File: src/rwsc_pkg.sv
// shared constants and carrier types for the reset, watchdog and suspend controller
package rwsc_pkg;
    // i/o register addresses
    localparam logic [7:0] ADDR_WDOG_CLEAR = 8'h26;
    localparam logic [7:0] ADDR_CLK_CFG = 8'hF8;
    localparam logic [7:0] ADDR_STATUS = 8'hFF;
    // processor status and control fields
    localparam int ST_RUN_BIT = 0;
    localparam int ST_IES_BIT = 2;
    localparam int ST_SUSP_BIT = 3;
    localparam int ST_LVBOR_BIT = 4;
    localparam int ST_WDR_BIT = 6;
    localparam logic [7:0] ST_CAUSE_MASK = 8'h50;
    localparam logic [7:0] ST_RUN_MASK = 8'h01;
    localparam logic [7:0] ST_LVBOR_MASK = 8'h10;
    localparam logic [7:0] ST_WDR_MASK = 8'h40;
    localparam logic [7:0] STATUS_RST = 8'h11;
    // clock configuration fields
    localparam int CFG_EXTOSC_BIT = 0;
    localparam int CFG_LVRDIS_BIT = 3;
    localparam int CFG_RESDLY_BIT = 7;
    localparam logic [7:0] CLK_CFG_RST = 8'h00;
    // reset values of execution state
    localparam logic [15:0] FETCH_ADDR_RST = 16'h0000;
    localparam logic [7:0] STACK_PTR_RST = 8'h00;
    // timing, times in microseconds, counts in 100 MHz cycles
    localparam int CLK_MHZ = 100;
    localparam int CNT_W = 24;
    localparam int SETTLE_US = 16000;
    localparam int WDOG_PERIOD_US = 8000;
    localparam int WDR_HOLD_US = 2000;
    localparam int EXT_FAST_US = 128;
    localparam int EXT_SLOW_US = 4000;
    localparam int INT_RESUME_US = 8;
    localparam int SETTLE_CYC = SETTLE_US * CLK_MHZ;
    localparam int WDOG_PERIOD_CYC = WDOG_PERIOD_US * CLK_MHZ;
    localparam int WDR_HOLD_CYC = WDR_HOLD_US * CLK_MHZ;
    localparam int EXT_FAST_CYC = EXT_FAST_US * CLK_MHZ;
    localparam int EXT_SLOW_CYC = EXT_SLOW_US * CLK_MHZ;
    localparam int INT_RESUME_CYC = INT_RESUME_US * CLK_MHZ;

    typedef enum logic [6:0] {
        ST_HOLD = 7'b0000001,
        ST_SETTLE = 7'b0000010,
        ST_WDRH = 7'b0000100,
        ST_RUN = 7'b0001000,
        ST_SUSP = 7'b0010000,
        ST_OSCWAIT = 7'b0100000,
        ST_RESDLY = 7'b1000000
    } rwsc_state_t;

    typedef struct packed {
        logic hold;
        logic chip_reset;
        logic pc_load;
        logic pc_push;
        logic ptr_clear;
        logic int_disable;
        logic usb_disable;
        logic pins_hiz;
        logic int_defer;
    } rwsc_core_ctl_t;

    typedef struct packed {
        logic int_osc_on;
        logic ext_osc_on;
        logic ext_mode;
        logic lvr_on;
        logic bor_on;
        logic wdog_on;
    } rwsc_clk_ctl_t;
endpackage

File: src/rwsc_wdog.sv
// watchdog counter that pulses on roll-over
`timescale 1ns/1ps
module rwsc_wdog
    import rwsc_pkg::*;
#(
    parameter logic [CNT_W-1:0] PERIOD_CYC = CNT_W'(WDOG_PERIOD_CYC)
) (
    input wire logic clk,
    input wire logic rst,
    input wire logic ce,
    input wire logic run,
    input wire logic clear,
    output logic roll
);
    logic [CNT_W-1:0] cnt_ff;
    logic [CNT_W-1:0] nxt_cnt;
    logic at_end;

    assign at_end = (cnt_ff == PERIOD_CYC - CNT_W'(1));
    assign roll = run & ~clear & at_end;
    assign nxt_cnt = (clear | ~run | at_end) ? '0 : cnt_ff + CNT_W'(1);

    always_ff @(posedge clk) begin
        if (rst) begin
            cnt_ff <= '0;
        end else if (ce) begin
            cnt_ff <= nxt_cnt;
        end
    end
endmodule // rwsc_wdog

File: src/rwsc_ctrl.sv
// reset, watchdog and suspend controller top
// Operation
// - low-voltage, brown-out, watchdog resets; cause kept in status bits 4 and 6
// - execution restarts at address 0x0000 without pushing pc or flags
// - reset clears all registers except the status and control register
// - reset floats gpio, usb and pull-up regulator pins
// - reset disables interrupts and usb until firmware re-enables them
// - low-voltage or brown-out reset selects internal clock then waits settle time
// - watchdog reset keeps clock mode, no settle wait, clears external-oscillator bit
// - reset sets program and data stack pointers to 0x00
// - power-up enables low-voltage reset, starts internal oscillator, settles, then runs
// - low-voltage reset repeats whenever supply drops; bit 3 disables it
// - low-voltage reset off in suspend, back on afterwards if it was enabled
// - brown-out acts when low-voltage reset is off; shared flag set to one
// - brown-out holds reset until above threshold, then settles, starts at zero
// - any write to 0x26 restarts watchdog; roll-over resets and sets bit 6
// - watchdog reset held 2 to 4 ms, then execution at zero
// - suspend stops logic, oscillators and timers except wake sources
// - wake on enabled gpio, wake-up timer, spi slave interrupt or low data-minus
// - on wake restart clocks, wait stability plus mode-selected delay
// - any enabled pending interrupt wakes if the run bit is set, interrupt-enable-sense bit ignored
// - suspend entered even with wake already present, then normal resume
// - after wake the next instruction runs before any interrupt service
// - clock config bit 3 set disables low-voltage reset, clear enables it
// - external-clock resume waits 128 us or 4 ms by resume-delay bit
`timescale 1ns/1ps
module rwsc_ctrl
    import rwsc_pkg::*;
#(
    parameter logic [CNT_W-1:0] SETTLE_CNT = CNT_W'(SETTLE_CYC),
    parameter logic [CNT_W-1:0] WDOG_CNT = CNT_W'(WDOG_PERIOD_CYC),
    parameter logic [CNT_W-1:0] WDR_HOLD_CNT = CNT_W'(WDR_HOLD_CYC),
    parameter logic [CNT_W-1:0] EXT_FAST_CNT = CNT_W'(EXT_FAST_CYC),
    parameter logic [CNT_W-1:0] EXT_SLOW_CNT = CNT_W'(EXT_SLOW_CYC)
) (
    input wire logic CLK,
    input wire logic RST,
    input wire logic CE,
    input wire logic IO_WR,
    input wire logic IO_RD,
    input wire logic [7:0] IO_ADDR,
    input wire logic [7:0] IO_WDATA,
    output logic [7:0] IO_RDATA,
    input wire logic VCC_BELOW_LVT,
    input wire logic VCC_BELOW_BOR,
    input wire logic DATA_MINUS_LINE,
    input wire logic OSC_STABLE,
    input wire logic WAKE_INT_PEND,
    input wire logic INSN_DONE,
    output rwsc_core_ctl_t CORE_CTL,
    output rwsc_clk_ctl_t CLK_CTL,
    output logic [15:0] FETCH_ADDR,
    output logic [7:0] PROG_STACK_PTR,
    output logic [7:0] DATA_STACK_PTR
);
    ////////////////////////////////////////////////////////////////////////////
    // pin synchronisers
    localparam int NSYNC = 4;
    logic [NSYNC-1:0] sync_raw;
    logic [NSYNC-1:0] sync1_ff;
    logic [NSYNC-1:0] sync2_ff;
    assign sync_raw = {OSC_STABLE, DATA_MINUS_LINE, VCC_BELOW_BOR, VCC_BELOW_LVT};

    genvar gi;
    generate
        for (gi = 0; gi < NSYNC; gi++) begin : g_sync
            always_ff @(posedge CLK) begin
                if (RST) begin
                    sync1_ff[gi] <= 1'b0;
                    sync2_ff[gi] <= 1'b0;
                end else if (CE) begin
                    sync1_ff[gi] <= sync_raw[gi];
                    sync2_ff[gi] <= sync1_ff[gi];
                end
            end
        end
    endgenerate

    logic lv_s;
    logic bor_s;
    logic dm_s;
    logic osc_s;
    assign lv_s = sync2_ff[0];
    assign bor_s = sync2_ff[1];
    assign dm_s = sync2_ff[2];
    assign osc_s = sync2_ff[3];

    ////////////////////////////////////////////////////////////////////////////
    // state and registers
    rwsc_state_t st_ff;
    rwsc_state_t nxt_st;
    logic [7:0] status_ff;
    logic [7:0] nxt_status;
    logic [7:0] clk_cfg_ff;
    logic [7:0] nxt_clk_cfg;
    logic ext_mode_ff;
    logic nxt_ext_mode;
    logic [CNT_W-1:0] cnt_ff;
    logic [CNT_W-1:0] nxt_cnt;
    logic int_defer_ff;
    logic pc_load_ff;
    logic [7:0] rdata_ff;

    function automatic logic hit(input logic [7:0] a, input logic [7:0] b);
        hit = (a == b);
    endfunction

    logic running;
    logic suspended;
    logic wr_ok;
    logic wr_status;
    logic wr_cfg;
    logic wr_wdog;
    logic wr_susp;
    logic wr_ext_on;
    logic lvr_on;
    logic trip;
    logic wd_roll;
    logic wake;
    logic [CNT_W-1:0] resume_cnt;

    assign running = (st_ff == ST_RUN);
    assign suspended = (st_ff == ST_SUSP);
    assign wr_ok = IO_WR & running;
    assign wr_status = wr_ok & hit(IO_ADDR, ADDR_STATUS);
    assign wr_cfg = wr_ok & hit(IO_ADDR, ADDR_CLK_CFG);
    assign wr_wdog = wr_ok & hit(IO_ADDR, ADDR_WDOG_CLEAR);
    assign wr_susp = wr_status & IO_WDATA[ST_SUSP_BIT];
    assign wr_ext_on = wr_cfg & IO_WDATA[CFG_EXTOSC_BIT] & ~ext_mode_ff;
    // low-voltage monitor follows the disable bit and is dropped in suspend
    assign lvr_on = ~clk_cfg_ff[CFG_LVRDIS_BIT] & ~suspended;
    // brown-out monitor always watches, covering every case with lvr off
    assign trip = (lvr_on & lv_s) | bor_s;
    // any enabled pending interrupt or low data-minus wakes, run bit required
    assign wake = (WAKE_INT_PEND | ~dm_s) & status_ff[ST_RUN_BIT];
    assign resume_cnt = ext_mode_ff ? (clk_cfg_ff[CFG_RESDLY_BIT] ? EXT_SLOW_CNT : EXT_FAST_CNT)
                                    : CNT_W'(INT_RESUME_CYC);

    rwsc_wdog #(
        .PERIOD_CYC(WDOG_CNT)
    ) u_wdog (
        .clk(CLK),
        .rst(RST),
        .ce(CE),
        .run(running),
        .clear(wr_wdog),
        .roll(wd_roll)
    );

    ////////////////////////////////////////////////////////////////////////////
    // sequencer
    always_comb begin
        nxt_st = st_ff;
        nxt_cnt = (cnt_ff != '0) ? cnt_ff - CNT_W'(1) : cnt_ff;
        nxt_ext_mode = ext_mode_ff;
        case (st_ff)
            ST_HOLD: begin
                if (!lv_s && !bor_s) begin
                    nxt_st = ST_SETTLE;
                    nxt_cnt = SETTLE_CNT - CNT_W'(1);
                end
            end
            ST_SETTLE, ST_WDRH: begin
                if (cnt_ff == '0) begin
                    nxt_st = ST_RUN;
                end
            end
            ST_RUN: begin
                if (wd_roll) begin
                    nxt_st = ST_WDRH;
                    nxt_cnt = WDR_HOLD_CNT - CNT_W'(1);
                end else if (wr_susp) begin
                    nxt_st = ST_SUSP;
                end else if (wr_ext_on) begin
                    nxt_st = ST_OSCWAIT;
                    nxt_ext_mode = 1'b1;
                end
            end
            ST_SUSP: begin
                if (wake) begin
                    nxt_st = ST_OSCWAIT;
                    nxt_ext_mode = clk_cfg_ff[CFG_EXTOSC_BIT];
                end
            end
            ST_OSCWAIT: begin
                if (osc_s) begin
                    nxt_st = ST_RESDLY;
                    nxt_cnt = resume_cnt - CNT_W'(1);
                end
            end
            ST_RESDLY: begin
                if (cnt_ff == '0) begin
                    nxt_st = ST_RUN;
                end
            end
            default: begin
                nxt_st = ST_HOLD;
            end
        endcase
        if (trip) begin
            nxt_st = ST_HOLD;
            nxt_ext_mode = 1'b0;
        end
    end

    ////////////////////////////////////////////////////////////////////////////
    // register updates, event sets win over firmware writes
    always_comb begin
        nxt_status = wr_status ? IO_WDATA : status_ff;
        nxt_clk_cfg = wr_cfg ? IO_WDATA : clk_cfg_ff;
        if (trip) begin
            nxt_status = (status_ff & ST_CAUSE_MASK) | ST_LVBOR_MASK | ST_RUN_MASK;
            nxt_clk_cfg = CLK_CFG_RST;
        end else if (running && wd_roll) begin
            nxt_status = (status_ff & ST_CAUSE_MASK) | ST_WDR_MASK | ST_RUN_MASK;
            nxt_clk_cfg = CLK_CFG_RST;
        end else if (nxt_st == ST_RUN && !running) begin
            nxt_status[ST_SUSP_BIT] = 1'b0;
        end
    end

    always_ff @(posedge CLK) begin
        if (RST) begin
            st_ff <= ST_HOLD;
            status_ff <= STATUS_RST;
            clk_cfg_ff <= CLK_CFG_RST;
            ext_mode_ff <= 1'b0;
            cnt_ff <= '0;
        end else if (CE) begin
            st_ff <= nxt_st;
            status_ff <= nxt_status;
            clk_cfg_ff <= nxt_clk_cfg;
            ext_mode_ff <= nxt_ext_mode;
            cnt_ff <= nxt_cnt;
        end
    end

    // released from reset or resumed from suspend
    logic rel_reset;
    logic rel_resume;
    assign rel_reset = (nxt_st == ST_RUN) && (st_ff == ST_SETTLE || st_ff == ST_WDRH);
    assign rel_resume = (nxt_st == ST_RUN) && (st_ff == ST_RESDLY);

    always_ff @(posedge CLK) begin
        if (RST) begin
            pc_load_ff <= 1'b0;
            int_defer_ff <= 1'b0;
            rdata_ff <= 8'h00;
        end else if (CE) begin
            pc_load_ff <= rel_reset;
            if (rel_resume) begin
                int_defer_ff <= 1'b1;
            end else if (INSN_DONE || !running) begin
                int_defer_ff <= 1'b0;
            end
            rdata_ff <= !IO_RD ? 8'h00 : hit(IO_ADDR, ADDR_STATUS) ? status_ff
                      : hit(IO_ADDR, ADDR_CLK_CFG) ? clk_cfg_ff : 8'h00;
        end
    end

    ////////////////////////////////////////////////////////////////////////////
    // outputs
    logic in_reset;
    assign in_reset = (st_ff == ST_HOLD) | (st_ff == ST_SETTLE) | (st_ff == ST_WDRH);

    assign CORE_CTL.hold = ~running;
    assign CORE_CTL.chip_reset = in_reset;
    assign CORE_CTL.pc_load = pc_load_ff;
    assign CORE_CTL.pc_push = 1'b0;
    assign CORE_CTL.ptr_clear = in_reset;
    assign CORE_CTL.int_disable = in_reset;
    assign CORE_CTL.usb_disable = in_reset;
    assign CORE_CTL.pins_hiz = in_reset;
    assign CORE_CTL.int_defer = int_defer_ff;
    assign CLK_CTL.int_osc_on = ~suspended & ~ext_mode_ff;
    assign CLK_CTL.ext_osc_on = ~suspended & ext_mode_ff;
    assign CLK_CTL.ext_mode = ext_mode_ff;
    assign CLK_CTL.lvr_on = lvr_on;
    assign CLK_CTL.bor_on = 1'b1;
    assign CLK_CTL.wdog_on = running;
    assign FETCH_ADDR = FETCH_ADDR_RST;
    assign PROG_STACK_PTR = STACK_PTR_RST;
    assign DATA_STACK_PTR = STACK_PTR_RST;
    assign IO_RDATA = rdata_ff;

    ////////////////////////////////////////////////////////////////////////////
    // checks
    chk_cause_lvbor: assert property (@(posedge CLK) disable iff (RST)
        (CE && trip) |=> (status_ff[ST_LVBOR_BIT] && st_ff == ST_HOLD))
        else $error("lv/bor trip did not set flag and hold");
    chk_cause_wdog: assert property (@(posedge CLK) disable iff (RST)
        (CE && running && wd_roll && !trip) |=> (status_ff[ST_WDR_BIT] && st_ff == ST_WDRH))
        else $error("watchdog roll-over did not reset");
    chk_fetch_zero: assert property (@(posedge CLK) disable iff (RST)
        $rose(pc_load_ff) |-> (running && FETCH_ADDR == 16'h0000 && !CORE_CTL.pc_push))
        else $error("restart not at address zero");
    chk_trip_clears: assert property (@(posedge CLK) disable iff (RST)
        (CE && trip) |=> (clk_cfg_ff == 8'h00 && !ext_mode_ff))
        else $error("trip left clock config or mode");
    chk_reset_pins: assert property (@(posedge CLK) disable iff (RST)
        (st_ff == ST_SETTLE) |-> (CORE_CTL.pins_hiz && CORE_CTL.int_disable && CORE_CTL.usb_disable
                                  && CORE_CTL.ptr_clear))
        else $error("reset did not float pins");
    chk_wdr_mode: assert property (@(posedge CLK) disable iff (RST)
        (CE && running && wd_roll && !trip) |=> (ext_mode_ff == $past(ext_mode_ff) && !clk_cfg_ff[0]))
        else $error("watchdog reset changed clock mode");
    chk_susp_entry: assert property (@(posedge CLK) disable iff (RST)
        (CE && wr_susp && !wd_roll && !trip) |=> suspended)
        else $error("suspend write not honoured");
    chk_susp_quiet: assert property (@(posedge CLK) disable iff (RST)
        suspended |-> (!lvr_on && !CLK_CTL.int_osc_on && !CLK_CTL.ext_osc_on && !CLK_CTL.wdog_on))
        else $error("logic left on in suspend");
    chk_susp_gate: assert property (@(posedge CLK) disable iff (RST)
        (CE && suspended && !status_ff[ST_RUN_BIT] && !trip) |=> suspended)
        else $error("resumed without run bit");
    chk_resume_osc: assert property (@(posedge CLK) disable iff (RST)
        (st_ff == ST_OSCWAIT && !osc_s && !trip) |=> (st_ff == ST_OSCWAIT))
        else $error("resumed before oscillator stable");
    chk_int_defer: assert property (@(posedge CLK) disable iff (RST)
        (CE && rel_resume && !trip) |=> (running && int_defer_ff))
        else $error("interrupts not deferred after wake");
endmodule // rwsc_ctrl

File: config.mk
export PLATFORM = sky130hd
export DESIGN_NAME = rwsc_ctrl
export DESIGN_NICKNAME = d
export VERILOG_FILES = /design/src/rwsc_pkg.sv /design/src/rwsc_wdog.sv /design/src/rwsc_ctrl.sv
export SDC_FILE = /design/constraint.sdc
export NUM_CORES = 1
export LEC_CHECK = 0
export ABC_AREA = 1
export BUFFER_PORTS_ARGS = -buffer_cell sky130_fd_sc_hd__clkbuf_2
export CAP_MARGIN = 20
export CORE_UTILIZATION = 50
export CTS_BUF_LIST = sky130_fd_sc_hd__clkbuf_4
export DETAILED_ROUTE_END_ITERATION = 12
export PLACE_DENSITY = 0.67
export SYNTH_ARGS = -nofsm -noshare
export SYNTH_HDL_FRONTEND = slang
export SYNTH_HIERARCHICAL = 1
export SYNTH_SLANG_ARGS = --single-unit
File: constraint.sdc
create_clock -name CLK -period 5.05 [get_ports CLK]
set_input_delay 0.505 -clock CLK [delete_from_list [all_inputs] [get_ports CLK]]
set_output_delay 0.505 -clock CLK [all_outputs]
set_load 0.01 [all_outputs]
==> results of run 1 <==
==> layout make-up <==
class | count | area [sq um]
Inverter | 92 | 348
Fill cell | 1145 | 5020
Tap cell | 140 | 175
Timing Repair Buffer | 49 | 250
Clock inverter | 7 | 118
Clock buffer | 9 | 67.6
Sequential cell | 90 | 1800
Multi-Input combinational cell | 678 | 3250
==> where the power goes <==
part | switching [mW] | leakage (nW) | internal, mW
clock network | 0.252 | 0.0999 | 0.250
registers | 0.0366 | 0.733 | 0.745
logic | 0.254 | 1.84 | 0.121
==> registers in the layout, indices dropped and copies added, names as in the netlist <==
name,cells
int_defer_ff,1
sync1_ff,4
ext_mode_ff,1
osc_s,1
IO_RDATA,8
u_wdog/cnt_ff,24
pc_load_ff,1
lv_s,1
cnt_ff,24
status_ff,8
clk_cfg_ff,8
st_ff,7
dm_s,1
bor_s,1
==> routing by layer <==
layer | vias up | GRT usage
li1 | 2834 | -
met1 | 2400 | 0.340
met2 | 165 | 0.374
met3 | 18 | 0.0610
met4 | 0 | 0.0705
met5 | - | 0
==> logic make-up after synthesis <==
group / Yosys count / synth area share
adders and majority gates: 2 / 0.00435
other: 2 / 0.00131
xor gates and xnor gates: 17 / 0.0259
AOI/OAI and AO/OA: 112 / 0.106
muxes: 1 / 0.00174
and+or+nand+nor: 512 / 0.404
buffers and inverters: 158 / 0.142
DFF: 90 / 0.314
==> worst min-delay path: cells and delay by family <==
family	cells	cell delay, ns
and+or+nand+nor	2	0.12
buffers and inverters	1	0.07
==> per-stage QoR <==
stage / hold slack (ns) / instances / setup slack (ns) / total power, mW / utilization
floorplan: 0.439 / 926 / 2.84 / 1.10 / -
global placement: 0.450 / 1049 / 2.25 / 1.16 / 0.528
detailed placement: 0.454 / 1049 / 2.17 / 1.16 / 0.528
CTS: 0.208 / 1065 / 2.12 / 1.67 / 0.544
global route: 0.225 / 1065 / 1.69 / 1.76 / 0.544
finish: 0.259 / 1065 / 2.12 / 1.66 / 0.544
==> final timing paths <==
kind                 start            to  slack [ns]  depth (start not counted)
min reg2reg    IO_RDATA[1]   IO_RDATA[1]        0.48                          2
max               st_ff[2]  status_ff[6]        2.12                         13
min          VCC_BELOW_BOR   sync1_ff[1]        0.26                          3
max reg2reg       st_ff[2]  status_ff[6]        2.12                         13
==> layout by cell type (no fill, tap or decap), types with 3 or more instances in the layout <==
cell | synthesis | final
nand2_1 | 216 | 216
nor2_1 | 134 | 134
dfxtp_1 | 90 | 90
inv_1 | 81 | 81
nand3_1 | 70 | 70
a21oi_1 | 52 | 52
clkbuf_2 | 0 | 47
o21ai_0 | 43 | 43
conb_1 | 2 | 34
nor2_2 | 20 | 20
nand4_1 | 18 | 18
nor3_1 | 17 | 17
xor2_1 | 11 | 11
nand2_2 | 9 | 9
clkbuf_4 | 0 | 9
nand2_4 | 8 | 8
inv_2 | 7 | 7
xnor2_1 | 6 | 6
nor2_4 | 5 | 5
nand3b_1 | 5 | 5
nand3_2 | 4 | 4
clkinv_1 | 3 | 3
bufinv_16 | 0 | 3
==> impl_metrics.csv, run 1 <==
group,metric,value,unit
die,start_util,0.521,
worst_setup_path,cpMaxStageDelayCell,"nand3_1",
cts,clock_path_buffers,2,
synthesis,ys.flop_type,"dfxtp_1",
global_route,grt_pass1_wl,22.7,mm
synthesis,synth_cells,894,
place,gp_congestion,0.889,
pwr,vdd_ir_drop_max,0.202,mV
synthesis,avgSynthCellArea,6.43,sq um
cts,clkSinkCount,90,
worst_setup_path,critPathMostFrequentCell,"inv_1",
synthesis,synthDominantCellAreaShare,0.314,
worst_setup_path,crit_chain,"inv_1 -> nand2_1 -> nor2_1 -> nand2_2 -> inv_1 -> inv_1 -> nor3_1 -> nand3_1 -> inv_1 -> o21ai_2 -> o21ai_0 -> inv_1 -> nor3_1",
cts,clkTransAtPathRegs,0.14,ns
cts,cts_hold_buf,0,
timing,slew_violations,0,
cts,cts_setup_buffers,0,
global_route,grt-ovfl-total,0,
cts,clk_latency,0.46,ns
cts,cts-resized-gates,0,
synthesis,yosys_warnings,6,
die,dieHeight,109,um
global_route,grt_usage,0.245,
detailed_routing,vias_per_cell,5.09,
finish,fin_area,6010,sq um
worst_setup_path,cpPeakStageDelay,0.52,ns
detailed_routing,routedWlPerCell,13.0,um
synthesis,synthMostInstantiatedCell,"nand2_1",
timing,period_share,0.581,
timing,clock-skew-final,0.0126,ns
timing,period_needed,2.93,ns
hold_path,hold_class,"input pin to flip-flop",
detailed_routing,drt-met1-wl,6.79,mm
synthesis,ys_types,47,
detailed_routing,met2_length,5.94,mm
synthesis,synthArstFlopShare,0,
worst_setup_path,crit_path_start_kind,"flip-flop",
finish,drive_above_1_share,0.136,
finish,finish.net_count,949,
outcome,status,"finished clean",
synthesis,netlist_area,5750,sq um
timing,finalSetupViolCount,0,
detailed_routing,routed.top_layer,"met4",
global_route,grt_pass1_vias,4701,
synthesis,yosys_register_bits,90,
worst_setup_path,crit_buf_inv,5,
worst_setup_path,endpoint_kind,"flip-flop",
detailed_routing,drt_iter0_drc,412,
timing,timing.fmax,0.341,GHz
global_route,grt_max_degree,60,
finish,antennaDiodeCount,0,
place,place_area,5820,sq um
pwr,power.density,276,nW/um^2
worst_setup_path,crit_type,"flip-flop to flip-flop",
cts,cts_tree,"built",
detailed_routing,route.vias.total,5417,
detailed_routing,drtAntennaViolNets,0,
pwr,leakagePower,2.67,nW
detailed_routing,drc,0,
detailed_routing,wl_met3,911,um
die,io_pins,82,
worst_setup_path,cp_data_required_time,5.44,ns
timing,worst_pin_slew,0.934,ns
cts,root_buffer,"clkbuf_4",
timing,slew_headroom,0.377,
finish,area_delta_synth_final,4.53,%
die,coreArea,11000,sq um
detailed_routing,wl,13.8,mm
detailed_routing,drt_pass1_iterations,5,
timing,hold_violations,0,
place,port_buffers,47,
worst_setup_path,crit_family,"simple AND/OR/NAND/NOR gates",
synthesis,synth_edf_count,0,
timing,tns,0,ns
synthesis,synth_top_area_cell,"dfxtp_1",
cts,htreeDepth,3,
place,dp.final_hpwl,10.2,mm
timing,rsz0062_at_grt,"no",
synthesis,synth_area_leaders,"dfxtp_1 31%, nand2_1 14%, nor2_1 8.8%",
worst_setup_path,cp.arrival,3.33,ns
run,cap_violations,0,
die,die_w,109,um
worst_setup_path,crit_fanout,11,
die,dieArea,11900,sq um
cts,numCtsBuffers,9,
synthesis,yosysSeqAreaShare,0.314,
global_route,antenna_found_initial,0,
synthesis,synthTopCellsByCount,"216 x nand2_1, 134 x nor2_1, 90 x dfxtp_1",
die,row_count,38,
(Power assumes the default switching activity.)
==> inputs of run 2 (changes only) <==
Settings changed: PLACE_DENSITY 0.67 to 0.7.
Clock period 5.05 ns to 2.59 ns, I/O delays scaled along.
==> impl_metrics.csv, run 2 (synthesis results as in run 1) <==
group,metric,value,unit
worst_setup_path,crit_buf_inv,2,
finish,area_delta_synth_final,5.57,%
timing,timing.fmax,0.430,GHz
timing,slew_headroom,0.446,
place,dp_worst_setup_slack,0.328,ns
place,place_area,5900,sq um
cts,numCtsBuffers,9,
worst_setup_path,crit_path_start_kind,"flip-flop",
detailed_routing,drt_iter0_drc,453,
worst_setup_path,endpoint_kind,"flip-flop",
finish,final_cells,1078,
worst_setup_path,r2r-start,"st_ff[5]",
global_route,grt_pass1_vias,4946,
worst_setup_path,worst-r2r-cell-count,13,
die,coreArea,11000,sq um
finish,n_fill_cell,1108,
die,io_pins,82,
timing,slew_violations,0,
worst_setup_path,crit_family,"simple AND/OR/NAND/NOR gates",
place,dp.cells,1058,
finish,final_cell_mix,"216 x nand2_1, 134 x nor2_1, 90 x dfxtp_1, 81 x inv_1, 70 x nand3_1",
cts,clk_latency,0.48,ns
cts,htreeDepth,3,
pwr,pwr-share-clk,0.260,
hold_path,holdPathStages,3,
timing,tns,0,ns
timing,timing.final.ws_setup,0.265,ns
cts,cts-resized-gates,0,
global_route,antenna_found_initial,1,
worst_setup_path,cp.arrival,2.75,ns
die,row_count,38,
place,dp.final_hpwl,10.4,mm
cts,root_buffer,"clkbuf_4",
cts,clock_path_buffers,2,
finish,post-route-util,0.550,
worst_setup_path,cpPeakStageDelay,0.39,ns
worst_setup_path,r2r_slack,0.27,ns
worst_setup_path,r2r-end,"status_ff[3]",
die,dieArea,11900,sq um
die,dieHeight,109,um
global_route,grt_pass1_wl,23.5,mm
hold_path,hold_class,"input pin to flip-flop",
cts,clkTransAtPathRegs,0.14,ns
worst_setup_path,cpMaxStageDelayCell,"o21ai_2",
hold_path,min_to,"sync1_ff[0]",
pwr,switching_power,1.07,mW
detailed_routing,vias_per_cell,5.10,
global_route,grt_usage,0.254,
worst_setup_path,crit_type,"flip-flop to flip-flop",
pwr,p_comb_frac,0.243,
die,start_util,0.521,
outcome,status,"finished clean",
timing,period_needed,2.32,ns
worst_setup_path,crit_fanout,9,
timing,rsz0062_at_grt,"no",
cts,cts_tree,"built",
finish,finish.net_count,961,
pwr,leakagePower,2.70,nW
timing,worst_pin_slew,0.826,ns
place,gp_congestion,0.899,
global_route,grt-ovfl-total,0,
cts,clkSinkCount,90,
detailed_routing,route.vias.total,5500,
pwr,vdd_ir_drop_max,0.319,mV
finish,fin_area,6070,sq um
pwr,netSwitchingFraction,0.348,
detailed_routing,drt_pass1_iterations,5,
pwr,p_int,2.00,mW
place,port_buffers,47,
finish,drive_above_1_share,0.142,
detailed_routing,drc,0,
pwr,power.density,505,nW/um^2
hold_path,worstHoldStart,"VCC_BELOW_LVT",
finish,reg_top3,"cnt_ff (24), u_wdog/cnt_ff (24)",
cts,cts_setup_buffers,0,
worst_setup_path,cp_data_required_time,3.01,ns
run,cap_violations,0,
finish,final_common_cell,"nand2_1",
timing,hold_violations,0,
pwr,p_seq_frac,0.497,
detailed_routing,wl,14.1,mm
timing,clock-skew-final,0.0244,ns
detailed_routing,routedWlPerCell,13.1,um
timing,finalSetupViolCount,0,
timing,period_share,0.898,
worst_setup_path,crit_chain,"inv_1 -> nand2_2 -> nor2_4 -> nand3_2 -> nor2_1 -> nor3_1 -> nand3_1 -> inv_1 -> o21ai_2 -> nand2_4 -> nand2_1 -> nand3_1 -> nor2_1",
detailed_routing,drtAntennaViolNets,0,
die,die_w,109,um
global_route,grt_max_degree,60,
==> run 2: cell types whose count changed in the layout (fill, tap and decap cells not counted), sizes merged <==
cell,previous run,this run
dlygate4sd3,0,3
buf,2,11
clkinvlp,0,2
diode,0,1
clkbuf,56,57
clkinv,7,6
bufinv,3,1
==> run 2: repair_timing <==
| item | CTS | global route |
|---|---|---|
| hold buffers | 3 | 0 |
| setup endpoints to repair | 0 | 0 |
| hold endpoints to repair | 3 | 0 |
==> run 2: worst max-delay path by stage <==
| stage | cells after the start | slack [ns] | to | startpoint |
|---|---|---|---|---|
| CTS | 13 | 0.30 | status_ff[3] | st_ff[5] |
| detailed placement | 12 | 0.33 | status_ff[0] | st_ff[5] |
| global route | 14 | 0.08 | cnt_ff[13] | st_ff[5] |
| finish | 13 | 0.27 | status_ff[3] | st_ff[5] |
| global placement | 12 | 0.37 | status_ff[0] | st_ff[5] |
| floorplan | 17 | 0.38 | cnt_ff[23] | st_ff[5] |
==> run 2: worst min-delay path: stages <==
cell	delay, ns
clkbuf_2	0.08
nor2_1	0.04
nor2_1	0.08
==> run 2: final cells by class <==
cell class,count,area (sq um),area share
Multi-Input combinational cell,678,3250,0.535
Antenna cell,1,2.50,0.000413
Timing Repair Buffer,61,360,0.0594
Sequential cell,90,1800,0.297
Inverter,92,348,0.0573
Tap cell,140,175,0.0289
Clock inverter,6,57.6,0.00949
Clock buffer,10,75.1,0.0124
==> run 2: through the flow <==
stage          power (mW)  hold slack, ns
3_5_place_dp         2.28           0.456
2_1_floorplan        2.15           0.394
6_report             3.06          0.0111
5_1_grt              3.25          0.0346
3_3_place_gp         2.28           0.454
4_1_cts              3.08         0.00193
==> run 2: per-layer routing <==
metal	track usage	share of wire	vias to the layer above
met5	0	0	-
met4	0.110	0.024	0
met3	0.0436	0.053	28
met2	0.403	0.45	174
met1	0.338	0.48	2431
li1	-	-	2867
==> run 2: power groups by stage <==
stage / clock (mW) / combinational, mW / sequential, mW
finish: 0.795 / 0.745 / 1.52
floorplan: 0 / 0.623 / 1.53
global placement: 0 / 0.729 / 1.55
CTS: 0.819 / 0.737 / 1.52
global route: 0.869 / 0.845 / 1.53
detailed placement: 0 / 0.730 / 1.55
